--- config.mk ---
export PLATFORM = sky130hd
export DESIGN_NAME = lvt_timer
export DESIGN_NICKNAME = d
export VERILOG_FILES = /design/src/lvt_pkg.sv /design/src/lvt_timer.sv
export VERILOG_INCLUDE_DIRS = /design/src
export SDC_FILE = /design/constraint.sdc
export NUM_CORES = 1
export LEC_CHECK = 0
export ABC_AREA = 1
export BUFFER_PORTS_ARGS = -buffer_cell sky130_fd_sc_hd__buf_4
export CAP_MARGIN = 20
export CORE_AREA = 2 2 97 99
export CTS_CLUSTER_SIZE = 24
export DETAILED_ROUTE_END_ITERATION = 10
export DIE_AREA = 0 0 99 101
export HOLD_SLACK_MARGIN = 0.1
export PLACE_DENSITY = 0.87
export SYNTH_ARGS = -nofsm -noshare
export SYNTH_HDL_FRONTEND = slang
export SYNTH_SLANG_ARGS = --single-unit
--- constraint.sdc ---
create_clock -name aclk -period 1.9 [get_ports aclk]
set_input_delay 0.38 -clock aclk [delete_from_list [all_inputs] [get_ports aclk]]
set_output_delay 0.38 -clock aclk [all_outputs]
set_load 0.01 [all_outputs]
--- src/lvt_map.svh ---
// Register offsets, field positions, reset values, mode codes and timing counts of the timer.
`ifndef LVT_MAP_SVH
`define LVT_MAP_SVH
`define LVT_OFF_CONTROL   12'h000
`define LVT_OFF_MODE      12'h004
`define LVT_OFF_PERIOD    12'h008
`define LVT_OFF_COMPARE   12'h00C
`define LVT_OFF_STATUS    12'h010
`define LVT_ON_BIT        7
`define LVT_PRE_HI        6
`define LVT_PRE_LO        4
`define LVT_POST_HI       3
`define LVT_POST_LO       0
`define LVT_RST_CONTROL   8'h00
`define LVT_RST_MODE      5'h00
`define LVT_RST_PERIOD    8'hFF
`define LVT_RST_COMPARE   8'h00
`define LVT_MODE_FREE     5'h00
`define LVT_MODE_LVL_LOW  5'h06
`define LVT_MODE_LVL_HIGH 5'h07
`define LVT_MODE_ONESHOT  5'h08
`define LVT_HOLD_DELAY    2
`define LVT_RESP_OKAY     2'h0
`define LVT_RESP_SLVERR   2'h2
`endif

--- src/lvt_pkg.sv ---
// Types shared by the level-limit period timer.
package lvt_pkg;
    typedef struct packed {
        logic       on;
        logic [2:0] prescale_select;
        logic [3:0] postscale_select;
    } lvt_control_t;

    typedef enum logic [1:0] {
        LVT_ST_OFF  = 2'b00,
        LVT_ST_RUN  = 2'b01,
        LVT_ST_HOLD = 2'b11
    } lvt_state_t;

    typedef struct packed {
        logic       pwm_out;
        logic       postscaled_match;
        logic [7:0] count;
    } lvt_timer_out_t;
endpackage

--- src/lvt_timer.sv ---
// Level-limit period timer with prescaler, postscaler, PWM time base and AXI4-Lite registers.
//
// Operation
// - Mode 00110 holds the counter in reset while the external reset signal is low.
// - Mode 00111 holds the counter in reset while the external reset signal is high.
// - Counter stays reset for as long as the external reset stays active.
// - With the run bit clear the external reset signal is ignored.
// - PWM goes high when counting starts, low at the compare match or when the run bit is cleared.
// - Timer resets at period match, or two clocks after external reset activates.
// - Counting and PWM high resume after period match, or two clocks after release.
// - External reset arriving while PWM is high keeps PWM high through it.
// - Run bit is bit 7, software written, cleared by hardware in one-shot mode.
// - Prescale select bits 6 to 4 divide by two to the field value.
// - Postscale select bits 3 to 0 give a ratio of field value plus one.
//
// The address map and the AXI4-Lite slave port are this design's own decisions.
`timescale 1ns/1ps
`include "lvt_map.svh"

module lvt_timer #(
    parameter int COUNT_W = 8
) (
    // Clock and reset
    input  wire logic                  aclk,
    input  wire logic                  aresetn,
    // AXI4-Lite write address
    input  wire logic [11:0]           s_axi_awaddr,
    input  wire logic [2:0]            s_axi_awprot,
    input  wire logic                  s_axi_awvalid,
    output logic                       s_axi_awready,
    // AXI4-Lite write data
    input  wire logic [31:0]           s_axi_wdata,
    input  wire logic [3:0]            s_axi_wstrb,
    input  wire logic                  s_axi_wvalid,
    output logic                       s_axi_wready,
    // AXI4-Lite write response
    output logic [1:0]                 s_axi_bresp,
    output logic                       s_axi_bvalid,
    input  wire logic                  s_axi_bready,
    // AXI4-Lite read address
    input  wire logic [11:0]           s_axi_araddr,
    input  wire logic [2:0]            s_axi_arprot,
    input  wire logic                  s_axi_arvalid,
    output logic                       s_axi_arready,
    // AXI4-Lite read data
    output logic [31:0]                s_axi_rdata,
    output logic [1:0]                 s_axi_rresp,
    output logic                       s_axi_rvalid,
    input  wire logic                  s_axi_rready,
    // External reset source
    input  wire logic                  external_reset_signal,
    // Timer outputs toward the compare/PWM unit
    output lvt_pkg::lvt_timer_out_t    timer_out
);

    // Register state.
    lvt_pkg::lvt_control_t timer_control;
    logic [4:0]            mode;
    logic [COUNT_W-1:0]    period_register;
    logic [COUNT_W-1:0]    compare_pulse_width;

    // Write channel holding registers.
    logic        aw_held;
    logic [11:0] aw_addr;
    logic        w_held;
    logic [31:0] w_data;
    logic [3:0]  w_strb;
    logic        do_write;

    // Timer state.
    lvt_pkg::lvt_state_t state;
    lvt_pkg::lvt_state_t next_state;
    logic [6:0]          pre_cnt;
    logic [6:0]          pre_limit;
    logic                tick;
    logic [1:0]          ers_dly;
    logic [1:0]          next_ers_dly;
    logic                ers_active;
    logic [COUNT_W-1:0]  count;
    logic [3:0]          post_cnt;
    logic                period_match;
    logic                pwm;
    logic                post_pulse;
    logic                hw_clear_on;

    // AXI4-Lite write path: address and data are taken in either order.
    assign s_axi_awready = !aw_held && !s_axi_bvalid;
    assign s_axi_wready  = !w_held && !s_axi_bvalid;
    assign do_write      = aw_held && w_held && !s_axi_bvalid;

    always_ff @(posedge aclk) begin
        if (!aresetn) begin
            aw_held <= 1'b0;
            aw_addr <= 12'h000;
        end else if (s_axi_awvalid && s_axi_awready) begin
            aw_held <= 1'b1;
            aw_addr <= s_axi_awaddr;
        end else if (do_write) begin
            aw_held <= 1'b0;
        end
    end

    always_ff @(posedge aclk) begin
        if (!aresetn) begin
            w_held <= 1'b0;
            w_data <= 32'h0000_0000;
            w_strb <= 4'h0;
        end else if (s_axi_wvalid && s_axi_wready) begin
            w_held <= 1'b1;
            w_data <= s_axi_wdata;
            w_strb <= s_axi_wstrb;
        end else if (do_write) begin
            w_held <= 1'b0;
        end
    end

    always_ff @(posedge aclk) begin
        if (!aresetn) begin
            s_axi_bvalid <= 1'b0;
            s_axi_bresp  <= `LVT_RESP_OKAY;
        end else if (do_write) begin
            s_axi_bvalid <= 1'b1;
            unique case (aw_addr)
                `LVT_OFF_CONTROL, `LVT_OFF_MODE, `LVT_OFF_PERIOD, `LVT_OFF_COMPARE,
                `LVT_OFF_STATUS: s_axi_bresp <= `LVT_RESP_OKAY;
                default:         s_axi_bresp <= `LVT_RESP_SLVERR;
            endcase
        end else if (s_axi_bready) begin
            s_axi_bvalid <= 1'b0;
        end
    end

    // A software write of the control word wins over the hardware clear in the same cycle.
    always_ff @(posedge aclk) begin
        if (!aresetn) begin
            timer_control <= `LVT_RST_CONTROL;
        end else if (do_write && w_strb[0] && aw_addr == `LVT_OFF_CONTROL) begin
            timer_control.on               <= w_data[`LVT_ON_BIT];
            timer_control.prescale_select  <= w_data[`LVT_PRE_HI:`LVT_PRE_LO];
            timer_control.postscale_select <= w_data[`LVT_POST_HI:`LVT_POST_LO];
        end else if (hw_clear_on) begin
            timer_control.on <= 1'b0;
        end
    end

    always_ff @(posedge aclk) begin
        if (!aresetn) begin
            mode                <= `LVT_RST_MODE;
            period_register     <= COUNT_W'(`LVT_RST_PERIOD);
            compare_pulse_width <= COUNT_W'(`LVT_RST_COMPARE);
        end else if (do_write && w_strb[0]) begin
            if (aw_addr == `LVT_OFF_MODE) begin
                mode <= w_data[4:0];
            end
            if (aw_addr == `LVT_OFF_PERIOD) begin
                period_register <= w_data[COUNT_W-1:0];
            end
            if (aw_addr == `LVT_OFF_COMPARE) begin
                compare_pulse_width <= w_data[COUNT_W-1:0];
            end
        end
    end

    // AXI4-Lite read path: one read at a time, answered the cycle after the address.
    assign s_axi_arready = !s_axi_rvalid;

    always_ff @(posedge aclk) begin
        if (!aresetn) begin
            s_axi_rvalid <= 1'b0;
            s_axi_rdata  <= 32'h0000_0000;
            s_axi_rresp  <= `LVT_RESP_OKAY;
        end else if (s_axi_arvalid && s_axi_arready) begin
            s_axi_rvalid <= 1'b1;
            s_axi_rresp  <= `LVT_RESP_OKAY;
            unique case (s_axi_araddr)
                `LVT_OFF_CONTROL: s_axi_rdata <= {24'h00_0000, timer_control};
                `LVT_OFF_MODE:    s_axi_rdata <= {27'h000_0000, mode};
                `LVT_OFF_PERIOD:  s_axi_rdata <= 32'(period_register);
                `LVT_OFF_COMPARE: s_axi_rdata <= 32'(compare_pulse_width);
                `LVT_OFF_STATUS:  s_axi_rdata <= {21'h00_0000, state, pwm, 8'(count)};
                default: begin
                    s_axi_rdata <= 32'h0000_0000;
                    s_axi_rresp <= `LVT_RESP_SLVERR;
                end
            endcase
        end else if (s_axi_rready) begin
            s_axi_rvalid <= 1'b0;
        end
    end

    // Prescaler: the limit is two to the select value, minus one.
    assign pre_limit = 7'((8'h01 << timer_control.prescale_select) - 8'h01);
    assign tick      = (state != lvt_pkg::LVT_ST_OFF) && (pre_cnt == pre_limit);

    always_ff @(posedge aclk) begin
        if (!aresetn || state == lvt_pkg::LVT_ST_OFF) begin
            pre_cnt <= 7'h00;
        end else if (tick) begin
            pre_cnt <= 7'h00;
        end else begin
            pre_cnt <= pre_cnt + 7'h01;
        end
    end

    // The active level depends on the mode; other modes never hold the counter.
    always_comb begin
        unique case (mode)
            `LVT_MODE_LVL_LOW:  ers_active = !external_reset_signal;
            `LVT_MODE_LVL_HIGH: ers_active = external_reset_signal;
            default:            ers_active = 1'b0;
        endcase
    end

    // The level passes two timer clocks before it holds or releases the counter.
    assign next_ers_dly = {ers_dly[0], ers_active};

    always_ff @(posedge aclk) begin
        if (!aresetn || !timer_control.on) begin
            ers_dly <= 2'b00;
        end else if (tick) begin
            ers_dly <= next_ers_dly;
        end
    end

    // Hold is a level, re-evaluated each timer clock, not a single reset on an edge.
    always_comb begin
        next_state = state;
        if (!timer_control.on) begin
            next_state = lvt_pkg::LVT_ST_OFF;
        end else if (state == lvt_pkg::LVT_ST_OFF) begin
            next_state = lvt_pkg::LVT_ST_RUN;
        end else if (tick) begin
            next_state = next_ers_dly[`LVT_HOLD_DELAY-1] ? lvt_pkg::LVT_ST_HOLD
                                                        : lvt_pkg::LVT_ST_RUN;
        end
    end

    always_ff @(posedge aclk) begin
        if (!aresetn) begin
            state <= lvt_pkg::LVT_ST_OFF;
        end else begin
            state <= next_state;
        end
    end

    assign period_match = tick && state == lvt_pkg::LVT_ST_RUN && count == period_register;
    assign hw_clear_on  = period_match && mode == `LVT_MODE_ONESHOT;

    always_ff @(posedge aclk) begin
        if (!aresetn || state == lvt_pkg::LVT_ST_OFF) begin
            count <= '0;
        end else if (tick) begin
            // Release restarts from zero with the output high, as a period match does.
            if (next_ers_dly[`LVT_HOLD_DELAY-1] || period_match) begin
                count <= '0;
            end else if (state == lvt_pkg::LVT_ST_HOLD) begin
                count <= '0;
            end else begin
                count <= count + COUNT_W'(1);
            end
        end
    end

    // The PWM level is left alone while held, so a high output stays high.
    always_ff @(posedge aclk) begin
        if (!aresetn || !timer_control.on) begin
            pwm <= 1'b0;
        end else if (state == lvt_pkg::LVT_ST_OFF) begin
            pwm <= 1'b1;
        end else if (tick) begin
            if (next_ers_dly[`LVT_HOLD_DELAY-1]) begin
                pwm <= pwm;
            end else if (period_match || state == lvt_pkg::LVT_ST_HOLD) begin
                pwm <= 1'b1;
            end else if (count == compare_pulse_width) begin
                pwm <= 1'b0;
            end
        end
    end

    // Postscaler: one output pulse every select-plus-one period matches.
    always_ff @(posedge aclk) begin
        if (!aresetn || state == lvt_pkg::LVT_ST_OFF) begin
            post_cnt   <= 4'h0;
            post_pulse <= 1'b0;
        end else begin
            post_pulse <= 1'b0;
            if (period_match) begin
                if (post_cnt == timer_control.postscale_select) begin
                    post_cnt   <= 4'h0;
                    post_pulse <= 1'b1;
                end else begin
                    post_cnt <= post_cnt + 4'h1;
                end
            end
        end
    end

    assign timer_out.pwm_out          = pwm;
    assign timer_out.postscaled_match = post_pulse;
    assign timer_out.count            = 8'(count);

endmodule

==> flow_metrics.py <==
metrics = {
    "routing": {
        "wl_mm": 11.92,
        "ant_nets": 0,
        "wl_per_cell_um": 13.63,
        "post-route-drc-count": 0,
        "vias_per_cell": 5.236,
        "drtPass1Iterations": 5,
        "via_count": 4576,
        "drt_iter0_drc": 240,
    },
    "logic_synthesis": {
        "ys_types": 43,
        "yosysMostFrequentCell": "nand2_1",
        "yosysTopAreaCellShare_pct": 39.11,
        "synth_commonest_cells": "nand2_1 (127), dfxtp_1 (91), nor2_1 (81), inv_1 (73), o21ai_0 (63)",
        "async_flop_share_pct": 0,
        "ys_ff_latch": 91,
        "yosys_warnings": 0,
        "synth_area_leaders": "dfxtp_1 (39%), nand2_1 (10%), o21ai_0 (6.8%)",
        "netlist_area_sq_um": 4658,
        "synth_edf_count": 0,
        "synthFlopType": "dfxtp_1",
        "avgSynthCellArea_sq_um": 7.079,
        "synth.largest_area_cell": "dfxtp_1",
        "ys_seq_area_share_pct": 39.11,
        "synth_cells": 658,
    },
    "worst_setup_path": {
        "worst_ep_required_time_ns": 2.20,
        "end_kind": "flip-flop",
        "cp_top_family": "simple AND/OR/NAND/NOR gates",
        "crit_slowest_cell": "dfxtp_4",
        "crit_type": "reg2reg",
        "crit_path_start_kind": "flip-flop",
        "arrival_ns": 2.06,
        "worstPathMaxFanout": 9,
        "critical_path.max_stage_delay_ns": 0.42,
        "path_buf_inv": 2,
        "path_cells": "buf_4, nand3_2, nand2_1, nand2_1, nor2_2, nand3_4, nor2_8, buf_12, nand2_1, nand2_1, nand3_1, nor2_1",
        "crit_top_cell": "nand2_1",
    },
    "grt": {
        "track_usage_pct": 24.00,
        "grt_pass1_wl_mm": 19.51,
        "grt_pass1_vias": 4327,
        "antenna_found_initial": 0,
        "overflow": 0,
        "grt_max_degree": 44,
        "grt_use_met1_pct": 29.82,
        "top_usage_layer": "met2",
        "use_met3_pct": 3.398,
        "grt_util_met2_pct": 40.90,
    },
    "floorplanning": {
        "die_w_um": 99,
        "start_util_pct": 51.89,
        "rows": 35,
        "pin_count": 125,
        "core_sq_um": 8977,
        "die_y_um": 101,
        "die_area_sq_um": 9999,
    },
    "timing": {
        "fin_worst_skew_ns": 0.01513,
        "worst_pin_slew_ns": 0.5256,
        "period_share_pct": 92.62,
        "fmax_mhz": 568.3,
        "hold_viol": 0,
        "worst_slack_ns": 0.1403,
        "drv_slew": 0,
        "setup_viol": 0,
        "period_needed_ns": 1.760,
        "setup-tns-final_ns": 0,
        "worst_hold_slack_ns": 0.2583,
        "slew_headroom_pct": 64.88,
    },
    "finish": {
        "drive_gt1_share_pct": 20.45,
        "stdcell_area_sq_um": 5657,
        "diodes": 0,
        "final_cells": 874,
        "n_fill_cell": 790,
        "layout.nets": 835,
        "areaGrowthSynthToFinish_pct": 21.43,
        "utilization_pct": 63.01,
    },
    "placement": {
        "gp_congestion": 0.9435,
        "dpl.hpwl_mm": 9.192,
        "numPlacedInstances": 850,
        "pre_cts_ws_ns": -0.04037,
        "portBuffers": 68,
        "placed_area_sq_um": 5373,
    },
    "pwr": {
        "pwr-share-seq_pct": 54.6,
        "swShare_pct": 28.36,
        "leakage_nw": 2.525,
        "vdd_ir_drop_max_v": 0.0005344,
        "total_power_mw": 3.661,
        "power.share.clock_pct": 35.5,
        "p_sw_mw": 1.038,
        "p_int_mw": 2.623,
        "p_comb_share_pct": 9.9,
        "power.density_nw_per_um2": 647.3,
    },
    "clock_network": {
        "clock_path_buffers": 2,
        "h-tree-depth": 3,
        "holdBufCountCts": 0,
        "clk_latency_ns": 0.37,
        "clk_pin_slew_ns": 0.10,
        "clkSinkCount": 91,
        "cts_tree": "done",
        "root_buffer": "clkbuf_8",
        "numCtsBuffers": 9,
    },
    "hold_path": {
        "hp-class": "in2reg",
    },
    "job": {
        "cap_violations": 0,
    },
    "run_status": {
        "status": "finished clean",
    },
}
## routing by layer
| layer | share of wire, % | vias to the layer above |
|---|---|---|
| met3 | 5.2 | 31 |
| met2 | 47 | 163 |
| met4 | 3.8 | 0 |
| li1 | - | 2297 |
| met5 | 0 | - |
| met1 | 44 | 2085 |
## state kept, by name (all words and copies together) (netlist names), 2 cells and up
register and cells:
s_axi_rdata 11, post_cnt 4, compare_pulse_width 8, mode 5
pre_cnt 7, w_data 8, timer_control 8, count 8
aw_addr 12, state 2, period_register 8
## worst register-to-register path, delay by kind of cell, from the launching register on
family        cells  cell delay, ns
simple gates     10            1.02
buf+inv           2            0.28
flops             1            0.42
## layout make-up
| class | count | area, sq um | share of cell area (%) |
|---|---|---|---|
| Clock buffer | 9 | 123.9 | 2.190 |
| Inverter | 76 | 285.3 | 5.043 |
| Sequential cell | 91 | 1831 | 32.36 |
| Tap cell | 111 | 138.9 | 2.455 |
| Multi-Input combinational cell | 470 | 2369 | 41.87 |
| Timing Repair Buffer | 110 | 838.3 | 14.82 |
| Clock inverter | 7 | 71.32 | 1.261 |
## final timing paths
| kind | startpoint | end | slack [ns] | depth (start not counted) |
|---|---|---|---|---|
| setup / recovery | timer_control[6]$_SDFFE_PN0P_ | count[4]$_SDFFE_PP0P_ | 0.14 | 12 |
| hold reg to reg | aw_addr[7]$_SDFFE_PN0P_ | aw_addr[7]$_SDFFE_PN0P_ | 0.46 | 2 |
| hold / removal | s_axi_bready | s_axi_bvalid$_SDFFE_PN0P_ | 0.26 | 4 |
| setup reg to reg | timer_control[6]$_SDFFE_PN0P_ | count[4]$_SDFFE_PP0P_ | 0.14 | 12 |
## what timing repair did
item / CTS / global route
resized for setup: 2 / 12
setup buffers: 0 / 8
pin swaps: 0 / 3
gates cloned: 0 / 0
setup endpoints to repair: 12 / 34
## power groups by stage
stage          clock network (mW)  registers [mW]  logic (mW)
6_report                     1.30            2.00       0.361
5_1_grt                      1.40            2.01       0.409
4_1_cts                      1.32            2.00       0.357
3_5_place_dp                    0            2.05       0.356
3_3_place_gp                    0            2.04       0.345
2_1_floorplan                   0            2.04       0.239
## logic make-up (layout without fill, tap and decap cells)
| group | after synthesis | in the layout | synth area share (%) |
|---|---|---|---|
| and+or+nand+nor | 286 | 286 | 27.16 |
| AOI/OAI and AO/OA | 139 | 139 | 17.03 |
| buffers and inverters | 119 | 202 | 12.25 |
| DFF | 91 | 91 | 39.11 |
| xor gates and xnor gates | 19 | 19 | 3.572 |
| adders and majority gates | 3 | 3 | 0.8059 |
| other | 1 | 23 | 0.08050 |
## cells in the final DEF (no fill, tap or decap), drive strengths merged, types with 10 or more instances in the layout
master | netlist | final
nand2 | 128 | 128
dfxtp | 91 | 91
nor2 | 88 | 88
xor2 | 10 | 10
nand3 | 38 | 38
inv | 76 | 79
o21ai | 65 | 65
conb | 1 | 23
a21oi | 44 | 44
o211ai | 11 | 11
buf | 32 | 110
nor3 | 17 | 17
Power figures use the tool's default switching activity.
